## config.mk

```make
export PLATFORM = sky130hd
export DESIGN_NAME = pnp_card_regs
export DESIGN_NICKNAME = d
export VERILOG_FILES = /design/src/pkg/pnp_regs_pkg.sv /design/src/rtl/port_decode.sv /design/src/rtl/resource_store.sv /design/src/rtl/pnp_card_regs.sv
export SDC_FILE = /design/constraint.sdc
export NUM_CORES = 1
export LEC_CHECK = 0
export BUFFER_PORTS_ARGS = -buffer_cell sky130_fd_sc_hd__buf_2
export CAP_MARGIN = 5
export CORE_UTILIZATION = 45
export CTS_BUF_LIST = sky130_fd_sc_hd__clkbuf_2
export CTS_CLUSTER_SIZE = 8
export DETAILED_ROUTE_END_ITERATION = 10
export MAX_ROUTING_LAYER = met4
export PLACE_DENSITY = 0.73
export RECOVER_POWER = 100
export SETUP_SLACK_MARGIN = 0.3
export SLEW_MARGIN = 30
export SYNTH_ARGS = -nofsm -noshare
export SYNTH_HDL_FRONTEND = slang
export SYNTH_SLANG_ARGS = --single-unit
```

## constraint.sdc

```tcl
create_clock -name clk_sys -period 2.6 [get_ports clk_sys]
set_input_delay 0.52 -clock clk_sys [delete_from_list [all_inputs] [get_ports clk_sys]]
set_output_delay 0.52 -clock clk_sys [all_outputs]
set_load 0.005 [all_outputs]
```

## src/pkg/pnp_regs_pkg.sv

```systemverilog
package pnp_regs_pkg;

  // ------------------------------------------------------------
  // Auto-configuration ports
  // ------------------------------------------------------------
  localparam logic [15:0] PORT_INDEX = 16'h0279;
  localparam logic [15:0] PORT_WDATA = 16'h0A79;
  localparam logic [1:0] RPORT_LOW_BITS = 2'h3;
  localparam int IO_RANGE_BITS = 5;

  // ------------------------------------------------------------
  // Register indices
  // ------------------------------------------------------------
  localparam logic [7:0] IDX_READ_PORT_LOCATOR = 8'h00;
  localparam logic [7:0] IDX_ISOLATION_BIT_COMPARE = 8'h01;
  localparam logic [7:0] IDX_CARD_COMMAND_CONTROL = 8'h02;
  localparam logic [7:0] IDX_WAKE_BY_NUMBER = 8'h03;
  localparam logic [7:0] IDX_RESOURCE_BYTE_READ = 8'h04;
  localparam logic [7:0] IDX_RESOURCE_READY_STATUS = 8'h05;
  localparam logic [7:0] IDX_CARD_SELECT_VALUE = 8'h06;
  localparam logic [7:0] IDX_LOGICAL_UNIT_NUMBER = 8'h07;
  localparam logic [7:0] IDX_UNIT_ACTIVATE = 8'h30;
  localparam logic [7:0] IDX_IO_CONFLICT_CHECK = 8'h31;
  localparam logic [7:0] IDX_ROM_BASE_HIGH = 8'h40;
  localparam logic [7:0] IDX_ROM_BASE_LOW = 8'h41;
  localparam logic [7:0] IDX_ROM_WIDTH_CONTROL = 8'h42;
  localparam logic [7:0] IDX_SAVED_SELECT_COPY = 8'hF5;

  // ------------------------------------------------------------
  // Field positions, masks and fixed values
  // ------------------------------------------------------------
  localparam int CMD_RESET_BIT = 0;
  localparam int CMD_WAIT_KEY_BIT = 1;
  localparam int CMD_CLEAR_CSN_BIT = 2;
  localparam int ACTIVATE_BIT = 0;
  localparam int CHECK_ENABLE_BIT = 1;
  localparam int CHECK_PATTERN_BIT = 0;
  localparam logic [7:0] ROM_HIGH_WR_MASK = 8'h0D;
  localparam logic [7:0] ROM_LOW_WR_MASK = 8'hC0;
  localparam logic [7:0] CHECK_PATTERN_SET = 8'h55;
  localparam logic [7:0] CHECK_PATTERN_CLEAR = 8'hAA;
  localparam logic [7:0] LOGICAL_UNIT_VALUE = 8'h00;
  localparam logic [7:0] ROM_WIDTH_VALUE = 8'h00;

  // ------------------------------------------------------------
  // Reset values
  // ------------------------------------------------------------
  localparam logic [7:0] RST_READ_PORT = 8'h00;
  localparam logic [7:0] RST_CSN = 8'h00;
  localparam logic [7:0] RST_ROM_HIGH = 8'h00;
  localparam logic [7:0] RST_ROM_LOW = 8'h00;
  localparam logic [1:0] RST_CHECK = 2'h0;

  // ------------------------------------------------------------
  // Resource store and timing
  // ------------------------------------------------------------
  localparam int RES_ADDR_W = 6;
  localparam int RES_DEPTH = 64;
  localparam logic [1:0] RES_LATENCY = 2'h2;
  localparam int ROM_SIZE_W = 3;

  // ------------------------------------------------------------
  // Card states
  // ------------------------------------------------------------
  typedef enum logic [3:0] {
    ST_WAIT_KEY = 4'b0001,
    ST_SLEEP = 4'b0010,
    ST_ISOLATION = 4'b0100,
    ST_CONFIG = 4'b1000
  } card_state_type;

endpackage : pnp_regs_pkg

```

## src/rtl/port_decode.sv

```systemverilog
`timescale 1ns/1ps
module port_decode (
  // ISA address
  input wire logic [15:0] isa_addr,
  // Decode setup
  input wire logic [7:0] read_port_sel,
  input wire logic [15:0] io_base,
  // Hits
  output logic hit_index,
  output logic hit_wdata,
  output logic hit_rdata,
  output logic hit_range
);

  function automatic logic same_port(input logic [15:0] a, input logic [15:0] b);
    return a == b;
  endfunction : same_port

  always_comb begin
    hit_index = same_port(isa_addr, pnp_regs_pkg::PORT_INDEX);
    hit_wdata = same_port(isa_addr, pnp_regs_pkg::PORT_WDATA);
    hit_rdata = same_port(isa_addr, {6'h00, read_port_sel, pnp_regs_pkg::RPORT_LOW_BITS});
    hit_range = isa_addr[15:pnp_regs_pkg::IO_RANGE_BITS] == io_base[15:pnp_regs_pkg::IO_RANGE_BITS];
  end

endmodule : port_decode

```

## src/rtl/resource_store.sv

```systemverilog
`timescale 1ns/1ps
module resource_store (
  // Clock and reset
  input wire logic clk_sys,
  input wire logic rst,
  // Load port
  input wire logic load_en,
  input wire logic [pnp_regs_pkg::RES_ADDR_W-1:0] load_addr,
  input wire logic [7:0] load_data,
  // Read port
  input wire logic [pnp_regs_pkg::RES_ADDR_W-1:0] rd_addr,
  output logic [7:0] rd_data_q
);

  logic [7:0] mem [pnp_regs_pkg::RES_DEPTH];

  always_ff @(posedge clk_sys) begin
    if (load_en) begin
      mem[load_addr] <= load_data;
    end
  end

  // Read data is registered so the status flag can wait on it
  always_ff @(posedge clk_sys) begin
    if (rst) begin
      rd_data_q <= 8'h00;
    end else begin
      rd_data_q <= mem[rd_addr];
    end
  end

endmodule : resource_store

```

## src/rtl/pnp_card_regs.sv

```systemverilog
`timescale 1ns/1ps
module pnp_card_regs (
  // Clock and reset
  input wire logic clk_sys,
  input wire logic rst,
  // ISA I/O cycle, one strobe per access
  input wire logic [15:0] isa_addr,
  input wire logic isa_wr,
  input wire logic isa_rd,
  input wire logic [7:0] isa_wdata,
  output logic [7:0] isa_rdata_q,
  output logic isa_rdata_oe_q,
  // Surrounding card logic
  input wire logic key_seen,
  input wire logic iso_bit_data,
  input wire logic [15:0] io_base,
  input wire logic [pnp_regs_pkg::ROM_SIZE_W-1:0] rom_size_cfg,
  input wire logic res_load_en,
  input wire logic [pnp_regs_pkg::RES_ADDR_W-1:0] res_load_addr,
  input wire logic [7:0] res_load_data,
  // Card status
  output pnp_regs_pkg::card_state_type card_state_q,
  output logic iso_compare_q,
  output logic [7:0] card_select_value_q,
  output logic [7:0] saved_select_copy_q,
  output logic [7:0] read_port_sel_q,
  output logic unit_active_q,
  output logic range_check_on_q,
  output logic [15:0] boot_rom_base_q,
  output logic [pnp_regs_pkg::ROM_SIZE_W-1:0] boot_rom_size_q,
  output logic device_reset_q
);

  // ------------------------------------------------------------
  // State
  // ------------------------------------------------------------
  typedef struct packed {
    pnp_regs_pkg::card_state_type st;
    logic [7:0] index;
    logic [7:0] rport;
    logic [7:0] card_select_value;
    logic [7:0] csn_sav;
    logic active;
    logic [1:0] check;
    logic [7:0] rom_hi;
    logic [7:0] rom_lo;
    logic [7:0] rdata;
    logic rdata_oe;
    logic iso_pulse;
    logic dev_reset;
    logic [pnp_regs_pkg::RES_ADDR_W-1:0] res_ptr;
    logic [1:0] res_wait;
    logic [pnp_regs_pkg::ROM_SIZE_W-1:0] rom_size;
  } regs_type;

  regs_type s_q;
  regs_type s_d;

  logic hit_index;
  logic hit_wdata;
  logic hit_rdata;
  logic hit_range;
  logic [7:0] res_byte;

  // ------------------------------------------------------------
  // Helpers
  // ------------------------------------------------------------
  port_decode u_decode (
    .isa_addr(isa_addr),
    .read_port_sel(s_q.rport),
    .io_base(io_base),
    .hit_index(hit_index),
    .hit_wdata(hit_wdata),
    .hit_rdata(hit_rdata),
    .hit_range(hit_range)
  );

  resource_store u_res (
    .clk_sys(clk_sys),
    .rst(rst),
    .load_en(res_load_en),
    .load_addr(res_load_addr),
    .load_data(res_load_data),
    .rd_addr(s_q.res_ptr),
    .rd_data_q(res_byte)
  );

  function automatic logic is_on(input pnp_regs_pkg::card_state_type st);
    return (st == pnp_regs_pkg::ST_ISOLATION) || (st == pnp_regs_pkg::ST_CONFIG);
  endfunction : is_on

  function automatic logic check_live(input logic [1:0] check, input logic active);
    // Range check only means something while the device is off the bus
    return check[pnp_regs_pkg::CHECK_ENABLE_BIT] && !active;
  endfunction : check_live

  // ------------------------------------------------------------
  // Next state
  // ------------------------------------------------------------
  always_comb begin
    s_d = s_q;
    s_d.rdata_oe = 1'b0;
    s_d.iso_pulse = 1'b0;
    s_d.dev_reset = 1'b0;
    s_d.rom_size = rom_size_cfg;
    if (s_q.res_wait != 2'h0) begin
      s_d.res_wait = s_q.res_wait - 2'h1;
    end

    if (key_seen && s_q.st == pnp_regs_pkg::ST_WAIT_KEY) begin
      s_d.st = pnp_regs_pkg::ST_SLEEP;
    end

    // Index is latched once, data accesses reuse it
    if (isa_wr && hit_index) begin
      s_d.index = isa_wdata;
    end

    // Data port writes
    if (isa_wr && hit_wdata && s_q.st != pnp_regs_pkg::ST_WAIT_KEY) begin
      unique case (s_q.index)
        pnp_regs_pkg::IDX_WAKE_BY_NUMBER: begin
          if (isa_wdata == s_q.card_select_value) begin
            s_d.st = (isa_wdata == 8'h00) ? pnp_regs_pkg::ST_ISOLATION
                                          : pnp_regs_pkg::ST_CONFIG;
            s_d.res_ptr = '0;
            s_d.res_wait = pnp_regs_pkg::RES_LATENCY;
          end else if (s_q.st != pnp_regs_pkg::ST_SLEEP) begin
            s_d.st = pnp_regs_pkg::ST_SLEEP;
          end
        end
        pnp_regs_pkg::IDX_CARD_COMMAND_CONTROL: begin
          // Bits act once and are never stored, so they read back clear
          if (isa_wdata[pnp_regs_pkg::CMD_RESET_BIT]) begin
            s_d.dev_reset = 1'b1;
            s_d.active = 1'b0;
            s_d.check = pnp_regs_pkg::RST_CHECK;
            s_d.rom_hi = pnp_regs_pkg::RST_ROM_HIGH;
            s_d.rom_lo = pnp_regs_pkg::RST_ROM_LOW;
          end
          if (isa_wdata[pnp_regs_pkg::CMD_WAIT_KEY_BIT]) begin
            s_d.st = pnp_regs_pkg::ST_WAIT_KEY;
          end
          if (isa_wdata[pnp_regs_pkg::CMD_CLEAR_CSN_BIT]) begin
            s_d.card_select_value = pnp_regs_pkg::RST_CSN;
            s_d.csn_sav = pnp_regs_pkg::RST_CSN;
          end
        end
        pnp_regs_pkg::IDX_READ_PORT_LOCATOR: begin
          if (is_on(s_q.st)) begin
            s_d.rport = isa_wdata;
          end
        end
        pnp_regs_pkg::IDX_CARD_SELECT_VALUE: begin
          if (is_on(s_q.st)) begin
            s_d.card_select_value = isa_wdata;
            s_d.csn_sav = isa_wdata;
            s_d.st = pnp_regs_pkg::ST_CONFIG;
          end
        end
        pnp_regs_pkg::IDX_UNIT_ACTIVATE: begin
          if (s_q.st == pnp_regs_pkg::ST_CONFIG) begin
            s_d.active = isa_wdata[pnp_regs_pkg::ACTIVATE_BIT];
          end
        end
        pnp_regs_pkg::IDX_IO_CONFLICT_CHECK: begin
          if (s_q.st == pnp_regs_pkg::ST_CONFIG) begin
            s_d.check = isa_wdata[1:0];
          end
        end
        pnp_regs_pkg::IDX_ROM_BASE_HIGH: begin
          if (s_q.st == pnp_regs_pkg::ST_CONFIG) begin
            s_d.rom_hi = isa_wdata & pnp_regs_pkg::ROM_HIGH_WR_MASK;
          end
        end
        pnp_regs_pkg::IDX_ROM_BASE_LOW: begin
          if (s_q.st == pnp_regs_pkg::ST_CONFIG) begin
            s_d.rom_lo = isa_wdata & pnp_regs_pkg::ROM_LOW_WR_MASK;
          end
        end
        default: begin
          // Read-only or undefined index: nothing changes
          s_d.index = s_q.index;
        end
      endcase
    end

    // Data port reads
    if (isa_rd && hit_rdata && is_on(s_q.st)) begin
      s_d.rdata_oe = 1'b1;
      s_d.rdata = 8'h00;
      unique case (s_q.index)
        pnp_regs_pkg::IDX_ISOLATION_BIT_COMPARE: begin
          if (s_q.st == pnp_regs_pkg::ST_ISOLATION) begin
            s_d.iso_pulse = 1'b1;
            s_d.rdata = {7'h00, iso_bit_data};
          end
        end
        pnp_regs_pkg::IDX_RESOURCE_BYTE_READ: begin
          // A read before the flag is up does not advance the pointer and returns the old byte only while res_wait is 2; host must poll
          s_d.rdata = res_byte;
          if (s_q.res_wait == 2'h0) begin
            s_d.res_ptr = s_q.res_ptr + 1'b1;
            s_d.res_wait = pnp_regs_pkg::RES_LATENCY;
          end
        end
        pnp_regs_pkg::IDX_RESOURCE_READY_STATUS: begin
          s_d.rdata = {7'h00, s_q.res_wait == 2'h0};
        end
        pnp_regs_pkg::IDX_CARD_SELECT_VALUE: begin
          s_d.rdata = s_q.card_select_value;
        end
        pnp_regs_pkg::IDX_SAVED_SELECT_COPY: begin
          s_d.rdata = s_q.csn_sav;
        end
        pnp_regs_pkg::IDX_LOGICAL_UNIT_NUMBER: begin
          s_d.rdata = pnp_regs_pkg::LOGICAL_UNIT_VALUE;
        end
        pnp_regs_pkg::IDX_UNIT_ACTIVATE: begin
          s_d.rdata = {7'h00, s_q.active};
        end
        pnp_regs_pkg::IDX_IO_CONFLICT_CHECK: begin
          s_d.rdata = {6'h00, s_q.check};
        end
        pnp_regs_pkg::IDX_ROM_BASE_HIGH: begin
          s_d.rdata = s_q.rom_hi;
        end
        pnp_regs_pkg::IDX_ROM_BASE_LOW: begin
          s_d.rdata = s_q.rom_lo;
        end
        pnp_regs_pkg::IDX_ROM_WIDTH_CONTROL: begin
          s_d.rdata = pnp_regs_pkg::ROM_WIDTH_VALUE;
        end
        default: begin
          // Write-only and undefined indices
          s_d.rdata = 8'h00;
        end
      endcase
    end else if (isa_rd && hit_range && check_live(s_q.check, s_q.active)) begin
      s_d.rdata_oe = 1'b1;
      s_d.rdata = s_q.check[pnp_regs_pkg::CHECK_PATTERN_BIT] ?
                  pnp_regs_pkg::CHECK_PATTERN_SET : pnp_regs_pkg::CHECK_PATTERN_CLEAR;
    end
  end

  // ------------------------------------------------------------
  // Registers
  // ------------------------------------------------------------
  always_ff @(posedge clk_sys) begin
    if (rst) begin
      s_q.st <= pnp_regs_pkg::ST_WAIT_KEY;
      s_q.index <= 8'h00;
      s_q.rport <= pnp_regs_pkg::RST_READ_PORT;
      s_q.card_select_value <= pnp_regs_pkg::RST_CSN;
      s_q.csn_sav <= pnp_regs_pkg::RST_CSN;
      s_q.active <= 1'b0;
      s_q.check <= pnp_regs_pkg::RST_CHECK;
      s_q.rom_hi <= pnp_regs_pkg::RST_ROM_HIGH;
      s_q.rom_lo <= pnp_regs_pkg::RST_ROM_LOW;
      s_q.rdata <= 8'h00;
      s_q.rdata_oe <= 1'b0;
      s_q.iso_pulse <= 1'b0;
      s_q.dev_reset <= 1'b0;
      s_q.res_ptr <= '0;
      s_q.res_wait <= pnp_regs_pkg::RES_LATENCY;
      s_q.rom_size <= '0;
    end else begin
      s_q <= s_d;
    end
  end

  // ------------------------------------------------------------
  // Outputs
  // ------------------------------------------------------------
  assign isa_rdata_q = s_q.rdata;
  assign isa_rdata_oe_q = s_q.rdata_oe;
  assign card_state_q = s_q.st;
  assign iso_compare_q = s_q.iso_pulse;
  assign card_select_value_q = s_q.card_select_value;
  assign saved_select_copy_q = s_q.csn_sav;
  assign read_port_sel_q = s_q.rport;
  assign unit_active_q = s_q.active;
  assign range_check_on_q = s_q.check[pnp_regs_pkg::CHECK_ENABLE_BIT];
  assign boot_rom_base_q = {s_q.rom_hi, s_q.rom_lo};
  assign boot_rom_size_q = s_q.rom_size;
  assign device_reset_q = s_q.dev_reset;

endmodule : pnp_card_regs

```

==> flow_metrics.tcl, run 1 <==
set metrics [dict create \
    status "complete, but fails checks" \
    violations "capacitance limit, slew limit" \
    p_int_mw 12.64 \
    postSynthAreaPerCell_um2 16.69 \
    grt_pass1_vias 15130 \
    worst_setup_path_start_kind "flop" \
    dpl_worst_slack_ns 0.1882 \
    comb_power_share_pct 3.3 \
    synth.area.top_cells "edfxtp_1 65%, mux4_2 11%, dfxtp_1 5.6%" \
    fmax_mhz 405.8 \
    synthTopCellsByCount "512 x edfxtp_1, 112 x mux4_2, 109 x nor2_1" \
    num_vias 14810 \
    numCtsBuffers 142 \
    setup_viol 0 \
    cpPeakStageDelay_ns 0.41 \
    clockBufferDepth 3 \
    vdd_drop_max_mv 0.4926 \
    synth_top_family_by_area "multiplexers" \
    start_util_pct 45.98 \
    cts_root_buf "clkbuf_2" \
    path_cells "clkdlybuf4s15_1" \
    fin_crit_sh_pct 94.77 \
    hold_violations 0 \
    synth.distinct_cells 72 \
    tightest_slew_ns 2.417 \
    yosys.area_share.simple_pct 7.140 \
    area_delta_synth_final_pct 17.77 \
    ys_warn_count 0 \
    die_h_um 231.9 \
    drt_wl_total_um 58870 \
    core_region_area_um2 51720 \
    ys_seq_area_share_pct 70.21 \
    clk_latency_ns 1.36 \
    io_buffers 107 \
    fill_cells 4227 \
    reg2reg_slack_ns 0.16 \
    synth.mux.area_fraction_pct 13.19 \
    p_seq_share_pct 61.0 \
    viasPerCell 5.662 \
    ios 124 \
    yosys.area.top_type_share_pct 64.65 \
    fin_crit_ns 2.464 \
    clockPowerShare_pct 35.7 \
    synth.most_common_cell "edfxtp_1" \
    postSynthCellCount 1425 \
    yosysTopAreaCell "edfxtp_1" \
    netlist_area_um2 23780 \
    cts.sinks 578 \
    grt_first_pass_wirelength_um 87840 \
    ant_nets 0 \
    hpwl_um 36260 \
    critPathKind "reg -> out" \
    synth_xor_area_share_pct 1.068 \
    gp_congestion 0.9891 \
    h-tree-depth 4 \
    finClkSkew_ns 0.1129 \
    nNetsFinal 1886 \
    cp_num_buf_inv 1 \
    gr-total-overflow 0 \
    p_sw_mw 4.037 \
    slew_headroom_pct -61.11 \
    synth_async_sr_flop_share_pct 0 \
    synth-edff-count 512 \
    std_cell_rows 83 \
    wl_per_cell_um 22.50 \
    slew_violations 157 \
    leakagePower_nw 9.382 \
    cts_tree "yes" \
    dr.first_iter.drc_count 1663 \
    grt_util_all_layers_pct 22.79 \
    die_w_um 231.9 \
    synth_fa_ha_area_share_pct 0.05261 \
    synth_compound_area_share_pct 5.140 \
    crit_family "flip-flops" \
    synth_seq_cells 578 \
    ys.flop_type "edfxtp_1" \
    slowest_stage "dfxtp_1" \
    drtPass1Iterations 6 \
    swShare_pct 24.21 \
    layout-drive-gt1-share_pct 29.93 \
    worst_slack_ns 0.1359 \
    drc 0 \
    hold_path_class "in -> reg" \
    dieArea_um2 53770 \
    cp.arrival_ns 1.94 \
    power_density_nw_per_um2 595.3 \
    cp.required_ns 2.08 \
    path_max_fanout 3 \
    setup_tns_ns 0 \
    end_kind "output pin" \
    antenna_found_initial 2 \
    path_clk_slew_ns 0.08 \
    power_mw 16.67 \
    cap_violations 4 \
    grt_max_degree 65 \
    rsz0062_at_grt "true" \
]
==> layout by cell type (no fill, tap or decap), types with 29 or more instances in the layout <==
cell type / count
clkbuf_2: 218
clkinv_1: 29
nand2_1: 46
clkbuf_1: 110
dfxtp_1: 59
edfxtp_1: 512
buf_4: 66
dlygate4sd3_1: 85
mux4_2: 112
nor2_1: 109
buf_2: 51
o21ai_0: 50
buf_6: 39
mux2i_1: 29
==> sequential cells by signal, indices dropped and copies added, names as in the netlist <==
register and count:
unit_active_q 1, iso_compare_q 1, device_reset_q 1, isa_rdata_oe_q 1, card_select_value_q 8, s_q 17
isa_rdata_q 8, boot_rom_size_q 3, card_state_q 4, range_check_on_q 1, u_res.mem 512, boot_rom_base_q 5
u_res.rd_data_q 8, read_port_sel_q 8
==> through the flow <==
step | utilization (%) | instance area [µm²] | hold WS [ns] | std cells
5_1_grt | 54.14 | 28000 | 0.07514 | 2614
3_3_place_gp | 49.65 | 25680 | 0.4573 | 2234
3_5_place_dp | 49.65 | 25680 | 0.4659 | 2234
6_report | 54.15 | 28010 | 0.06404 | 2616
2_1_floorplan | - | 23820 | 0.4407 | 1435
4_1_cts | 54.93 | 28410 | 0.0003495 | 2610
==> worst paths after layout <==
check                                 startpoint                       endpoint  depth (start not counted)
max          card_select_value_q[7]$_SDFFE_PP0P_         card_select_value_q[7]                          1
min                                  io_base[14]    isa_rdata_q[7]$_SDFFE_PP0P_                          6
max reg2reg                    s_q[5]$_SDFF_PP0_  u_res.rd_data_q[6]$_SDFF_PP0_                          7
min reg2reg          isa_rdata_q[5]$_SDFFE_PP0P_    isa_rdata_q[5]$_SDFFE_PP0P_                          2
==> area by class of cell <==
class                           instances  area, µm²  area share, %
Clock buffer                          210       1051          3.753
Sequential cell                       578      16710          59.67
Multi-Input combinational cell        719       6427          22.95
Clock inverter                         44      230.2         0.8221
Tap cell                              680      850.8          3.038
Inverter                                8      33.78         0.1206
Timing Repair Buffer                  372       2690          9.606
Antenna cell                            5      12.51        0.04468
==> metal layers <==
layer	track usage, %	up-vias	wire [µm]
met5	-	-	0
met1	28.95	7378	23430
met2	35.35	799	28550
li1	-	6529	-
met3	5.366	107	5284
met4	9.231	0	1607
==> worst min-delay path, cell delays in order <==
cell	delay, ns
buf_2	0.09
xnor2_1	0.08
and4_1	0.23
a31oi_1	0.18
or4_1	0.11
o21ai_0	0.07
==> logic make-up (layout without fill, tap and decap cells) <==
family	after synthesis	count (layout)
AO/OA/AOI/OAI	185	185
adder cells (fa/ha/maj)	1	1
other	1	16
flip-flops	578	578
AND/OR/NAND/NOR	323	323
multiplexers	170	170
XOR/XNOR	29	29
buffers and inverters	138	634
==> what timing repair did <==
item	in CTS	in global routing
gates resized for setup	87	40
hold buffers	89	0
pin swaps	0	1
setup endpoints to repair	54	65
buffers inserted	33	4
endpoints found under the hold margin	907	0
==> power by group through the flow <==
stage | combinational, mW | clock (mW) | sequential [mW]
2_1_floorplan | 0.170 | 0 | 10.4
3_3_place_gp | 0.438 | 0 | 10.4
3_5_place_dp | 0.456 | 0 | 10.4
4_1_cts | 0.562 | 6.09 | 10.1
5_1_grt | 0.590 | 6.57 | 10.2
6_report | 0.552 | 5.95 | 10.2
Power figures use the tool's default switching activity.
==> run 2, diff against run 1 <==
==> constraint.sdc (replaced) <==
create_clock -name clk_sys -period 2.6 [get_ports clk_sys]
set_input_delay 0.13 -clock clk_sys [delete_from_list [all_inputs] [get_ports clk_sys]]
set_output_delay 0.13 -clock clk_sys [all_outputs]
set_load 0.005 [all_outputs]
==> run 2 against run 1 <==
Against the previous run: the run still ends with capacitance limit, slew limit left; count of clock-buffer cells in the layout fell by 3; largest power group unchanged; highest routed layer unchanged; sequential power barely moved; die area did not move; maximum frequency rose by 1.6%.
==> flow_metrics.tcl, run 2 (synthesis results as in run 1) <==
set metrics [dict create \
    status "complete, but fails checks" \
    violations "capacitance limit, slew limit" \
    finClkSkew_ns 0.1315 \
    worst_setup_path_start_kind "input port" \
    die_h_um 231.9 \
    antenna_found_initial 4 \
    fin_crit_ns 2.426 \
    hpwl_um 35700 \
    min_path_cells 6 \
    cts_root_buf "clkbuf_2" \
    fill_cells 4170 \
    regArea_um2 16710 \
    largest_reg_flops 512 \
    vdd_drop_max_mv 0.4462 \
    rsz0062_at_grt "true" \
    slew_violations 145 \
    path_clk_slew_ns 0.10 \
    hold_path_class "in -> reg" \
    gr-total-overflow 0 \
    tightest_slew_ns 2.182 \
    grt_max_degree 65 \
    cap_violations 4 \
    reg2reg_depth 7 \
    io_buffers 107 \
    mostFrequentLayoutCells "512 x edfxtp_1, 212 x clkbuf_2, 136 x dlygate4sd3_1" \
    cp.arrival_ns 3.59 \
    worstHoldStart "isa_addr[12]" \
    viasPerCell 5.767 \
    wl_per_cell_um 23.50 \
    path_max_fanout 25 \
    slew_headroom_pct -45.48 \
    numCtsBuffers 144 \
    fmax_mhz 412.1 \
    worstSetupStartpoint "rst" \
    fin_util_pct 54.42 \
    start_util_pct 45.98 \
    reg2reg_from "card_state_q[2]$_SDFF_PP0_" \
    dieArea_um2 53770 \
    hold_violations 0 \
    clk_latency_ns 1.38 \
    clockBufferDepth 3 \
    grt_first_pass_wirelength_um 91620 \
    final_common_cell "edfxtp_1" \
    dr.first_iter.drc_count 1624 \
    grt_util_all_layers_pct 23.95 \
    fin_crit_sh_pct 93.32 \
    setup_tns_ns 0 \
    h-tree-depth 4 \
    cp.required_ns 3.76 \
    largest-register "u_res.mem" \
    core_region_area_um2 51720 \
    std_cell_rows 83 \
    cts.sinks 578 \
    largest_registers "u_res.mem: 512 flops, s_q: 17 flops" \
    power_mw 16.89 \
    ant_nets 0 \
    gp_congestion 0.9148 \
    grt_pass1_vias 15380 \
    die_w_um 231.9 \
    layout-drive-gt1-share_pct 26.75 \
    setup_viol 0 \
    cts_tree "yes" \
    area_delta_synth_final_pct 18.36 \
    num_vias 15070 \
    nNetsFinal 1892 \
    end_kind "flop" \
    drt_wl_total_um 61390 \
    multi_input_area_um2 6513 \
    drc 0 \
    leakagePower_nw 9.331 \
    ios 124 \
    power_density_nw_per_um2 599.9 \
    drtPass1Iterations 6 \
    critPathKind "in -> reg" \
]
[run 2: cell count changes in the layout (fill, tap and decap cells not counted), moves of 3 or more]
cell and delta:
buf_2 +11, clkbuf_2 -6, dfxtp_2 -3, inv_2 -3, dlygate4sd3_1 +51, buf_4 -34, clkbuf_1 +14, dfxtp_1 +3
nor4_2 -4, nor4_4 +3, buf_6 -38
[run 2: area by class of cell]
cell class	count	area share, %
flip-flops and latches	578	59.35
multi-input cells	719	23.14
repair buffers	376	9.686
clock buffers	207	3.681
well taps	680	3.023
clock inverters	41	0.9513
inverters	8	0.1334
diodes	4	0.03556
[run 2: final timing paths]
check	slack, ns	to
setup reg to reg	0.20	read_port_sel_q[0]$_SDFFE_PP0P_
setup / recovery	0.17	boot_rom_size_q[2]$_SDFF_PP0_
hold reg to reg	0.49	isa_rdata_q[1]$_SDFFE_PP0P_
hold / removal	0.13	s_q[10]$_SDFF_PP0_
[run 2: repair_timing]
| action | 4_1_cts | 5_1_grt |
|---|---|---|
| buffers inserted | 4 | 4 |
| hold endpoints to repair | 1090 | 0 |
| gates cloned | 2 | 0 |
| endpoints found under the setup margin | 13 | 36 |
| gates resized for setup | 8 | 34 |
| hold buffers | 143 | 0 |
| pin swaps | 1 | 1 |
[run 2: per-stage QoR]
step           hold WS (ns)  setup WS (ns)  instance area, µm²  instances
3_5_place_dp         0.3547         0.1253               25460       2209
5_1_grt             0.08882         0.1432               28140       2612
3_3_place_gp         0.3471         0.1885               25450       2209
4_1_cts            0.002922         0.2902               28400       2606
6_report             0.1304         0.1736               28150       2613
2_1_floorplan        0.2289         0.4238               23820       1435
[run 2: worst max-delay path: stages]
cell	delay [ns]
dlygate4sd3_1	0.52
dlygate4sd3_1	0.54
clkbuf_1	0.32
clkbuf_1	0.70
clkbuf_2	0.67
nor2b_1	0.12
dlygate4sd3_1	0.59
[run 2: power breakdown]
part	internal, mW	switching, mW	total, mW	leakage, nW
Sequential	10.2	0.0243	10.2	5.14
Combinational	0.242	0.376	0.618	3.21
Clock	2.45	3.65	6.09	0.980
Total	12.8	4.05	16.9	9.33
[run 2: metal layers]
| layer | GRT usage [%] | share of wire, % |
|---|---|---|
| met1 | 29.34 | 39 |
| met2 | 37.96 | 49 |
| met3 | 5.857 | 9.5 |
| met4 | 10.16 | 2.7 |
| met5 | - | 0 |
==> run 3, diff against run 2 <==
--- a/config.mk
+++ b/config.mk
@@ -5,8 +5,10 @@
 export SDC_FILE = /design/constraint.sdc
 export NUM_CORES = 1
 export LEC_CHECK = 0
+export ABC_AREA = 1
 export BUFFER_PORTS_ARGS = -buffer_cell sky130_fd_sc_hd__buf_2
 export CAP_MARGIN = 5
+export CORE_ASPECT_RATIO = 1.4
 export CORE_UTILIZATION = 45
 export CTS_BUF_LIST = sky130_fd_sc_hd__clkbuf_2
 export CTS_CLUSTER_SIZE = 8
@@ -15,7 +17,6 @@
 export PLACE_DENSITY = 0.73
 export RECOVER_POWER = 100
 export SETUP_SLACK_MARGIN = 0.3
-export SLEW_MARGIN = 30
 export SYNTH_ARGS = -nofsm -noshare
 export SYNTH_HDL_FRONTEND = slang
 export SYNTH_SLANG_ARGS = --single-unit
==> run 3 against run 2 <==
Against the previous run: the run still ends with capacitance limit, slew limit left; cell area increased by 1.6%; worst hold slack got worse by 0.0066 ns; critical path depth is 5 higher; via count up 26%; core utilization decreased by 2.1 points; global-route usage grew 0.42 points; first-iteration DRC count fell by 3.0%; die area increased by 5.2%; critical endpoint is now isa_rdata_q[6]$_SDFFE_PP0P_.
==> flow_metrics.tcl, run 3 <==
set metrics [dict create \
    synth.area.top_cells "edfxtp_1 61%, nor2_1 7.3%, nand2_1 6.1%" \
    rsz0062_at_grt "false" \
    postSynthAreaPerCell_um2 10.42 \
    cp.arrival_ns 3.39 \
    cp.required_ns 3.67 \
    finalNonFillerCells 3536 \
    synth_seq_cells 578 \
    grt_util_all_layers_pct 24.36 \
    fmax_mhz 430.4 \
    hold_violations 0 \
    start_util_pct 45.84 \
    ys_seq_area_share_pct 66.71 \
    cpPeakStageDelay_ns 0.62 \
    grt_max_degree 110 \
    synth.distinct_cells 38 \
    io_buffers 107 \
    min_path_cells 6 \
    h-tree-depth 4 \
    dr.first_iter.drc_count 1575 \
    numCtsBuffers 133 \
    nNetsFinal 2767 \
    reg2reg_from "range_check_on_q$_SDFFE_PP0P_" \
    fill_cells 4811 \
    crit_path_frequent_cell "nand2_1" \
    violations "capacitance limit, slew limit" \
    largest_registers "u_res.mem: 512 flops, s_q: 17 flops" \
    cts.sinks 578 \
    yosys.area.top_type_share_pct 61.43 \
    num_vias 19050 \
    path_cells "nand2_1 > nor2_1 > nand2_1 > nor2_1 > dlygate4sd3_1 > nand3_2 > nand2_1 > inv_1 > nand2_1 > nand3_1 > nand2_1 > inv_1" \
    netlist_area_um2 25030 \
    cap_violations 7 \
    postSynthCellCount 2403 \
    cts_setup_buffers 0 \
    slew_violations 301 \
    cp_num_buf_inv 3 \
    status "complete, but fails checks" \
    largest-register "u_res.mem" \
    ys_warn_count 0 \
    finClkSkew_ns 0.08380 \
    crit_family "simple AND/OR/NAND/NOR gates" \
    dp_cells 3177 \
    vdd_drop_max_mv 0.2783 \
    ant_nets 0 \
    wl_per_cell_um 18.96 \
    cts_tree "yes" \
    grt_pass1_vias 19030 \
    leakagePower_nw 10.52 \
    antenna_found_initial 4 \
    min_to "device_reset_q$_SDFF_PP0_" \
    synth_async_sr_flop_share_pct 0 \
    drt_wl_total_um 67040 \
    grt_first_pass_wirelength_um 102300 \
    reg2reg_to "isa_rdata_q[6]$_SDFFE_PP0P_" \
    clk_latency_ns 1.15 \
    reg2reg_slack_ns 0.28 \
    fin_crit_sh_pct 89.36 \
    drtPass1Iterations 5 \
    hold_path_class "in -> reg" \
    layout-drive-gt1-share_pct 12.17 \
    synth-edff-count 512 \
    mostFrequentLayoutCells "512 x edfxtp_1, 489 x nor2_1, 409 x nand2_1" \
    synthTopCellsByCount "512 x edfxtp_1, 489 x nor2_1, 407 x nand2_1" \
    end_kind "flop" \
    setup_viol 0 \
    clockBufferDepth 3 \
    dieArea_um2 56580 \
    core_region_area_um2 54590 \
    slowest_stage "dlygate4sd3_1" \
    path_max_fanout 5 \
    die_h_um 281.0 \
    reg2reg_depth 12 \
    fin_util_pct 52.37 \
    std_cell_rows 101 \
    gp_congestion 0.9805 \
    gr-total-overflow 0 \
    hpwl_um 41990 \
    fin_crit_ns 2.323 \
    yosysTopAreaCell "edfxtp_1" \
    drc 0 \
    power_density_nw_per_um2 599.3 \
    final_common_cell "edfxtp_1" \
    area_delta_synth_final_pct 14.23 \
    die_w_um 201.3 \
    largest_reg_flops 512 \
    setup_tns_ns 0 \
    ys.flop_type "edfxtp_1" \
    ios 124 \
    synth.most_common_cell "edfxtp_1" \
    viasPerCell 5.387 \
    cts_root_buf "clkbuf_2" \
    slew_headroom_pct -46.81 \
    tightest_slew_ns 2.202 \
    worst_setup_path_start_kind "flop" \
    worstHoldStart "isa_wr" \
    critPathKind "reg -> reg" \
    path_clk_slew_ns 0.12 \
]
-- run 3: cell types whose count changed in the layout (fill, tap and decap cells not counted), sizes merged, moves of 36 or more --
cell,delta
o21ai,+192
o211ai,+36
mux4,-112
nand2,+364
nor2,+385
a21oi,+45
inv,+100
nand3,+184
-- run 3: per-stage QoR --
| stage | hold slack (ns) | power (mW) | setup slack, ns | instance area, µm² |
|---|---|---|---|---|
| 2_1_floorplan | 0.2289 | 10.57 | 0.7039 | 25070 |
| 3_5_place_dp | 0.3472 | 10.86 | 0.5417 | 26460 |
| 5_1_grt | 0.09101 | 17.72 | 0.1533 | 28590 |
| 3_3_place_gp | 0.3357 | 10.84 | 0.5936 | 26460 |
| 4_1_cts | 0.008003 | 17.27 | 0.3051 | 28940 |
| 6_report | 0.1237 | 17.13 | 0.2766 | 28590 |
-- run 3: kinds of logic after synthesis --
group	Yosys count	synth area share [%]
simple gates	1168	19.28
fa+ha+maj	1	0.04998
xor+xnor	18	0.6299
flops	578	66.71
compound gates	360	7.664
other cells	1	0.01498
buf+inv	277	5.649
-- run 3: power breakdown --
part / leakage, nW / switching, mW / internal [mW]
Combinational: 4.36 / 0.398 / 0.197
Sequential: 5.14 / 0.0200 / 10.2
Clock: 1.01 / 3.57 / 2.80
Total: 10.5 / 3.99 / 13.1
-- run 3: layer usage --
metal	part of all wire, %	wire (µm)	track usage (%)	vias to the layer above
li1	-	-	-	8924
met1	36	24280	26.01	9068
met2	52	34660	42.33	877
met3	7.0	4708	4.256	181
met4	5.1	3392	14.59	0
met5	0	0	-	-
-- run 3: area by class of cell --
class                   instances  area, µm²  area share, %
diodes                          4      10.01        0.03501
clock buffers                 191      955.9          3.344
clock inverters                53      431.7          1.510
inverters                     105      399.1          1.396
multi-input cells            1558       6958          24.34
flip-flops and latches        578      16700          58.42
well taps                     721      902.1          3.155
repair buffers                326       2230          7.799
-- run 3: repair_timing --
action,CTS,global route
gates resized for setup,0,9
endpoints found under the hold margin,1090,12
hold buffers,109,5
endpoints found under the setup margin,0,33
-- run 3: how the worst max path moves through the flow --
| stage | from | end | slack [ns] | depth (start not counted) |
|---|---|---|---|---|
| 2_1_floorplan | res_load_en | u_res.mem[48][0]$_DFFE_PP_ | 0.70 | 3 |
| 3_3_place_gp | s_q[5]$_SDFF_PP0_ | u_res.rd_data_q[1]$_SDFF_PP0_ | 0.59 | 9 |
| 6_report | range_check_on_q$_SDFFE_PP0P_ | isa_rdata_q[6]$_SDFFE_PP0P_ | 0.28 | 12 |
| 3_5_place_dp | s_q[5]$_SDFF_PP0_ | u_res.rd_data_q[2]$_SDFF_PP0_ | 0.54 | 9 |
| 5_1_grt | range_check_on_q$_SDFFE_PP0P_ | isa_rdata_q[0]$_SDFFE_PP0P_ | 0.15 | 11 |
| 4_1_cts | range_check_on_q$_SDFFE_PP0P_ | isa_rdata_q[6]$_SDFFE_PP0P_ | 0.31 | 12 |
-- run 3: worst reg2reg max path, stage by stage, from the launching register on --
cell	delay [ns]
dfxtp_1	0.41
nand2_1	0.07
nor2_1	0.26
nand2_1	0.09
nor2_1	0.18
dlygate4sd3_1	0.62
nand3_2	0.15
nand2_1	0.09
inv_1	0.11
nand2_1	0.09
nand3_1	0.08
nand2_1	0.06
inv_1	0.04
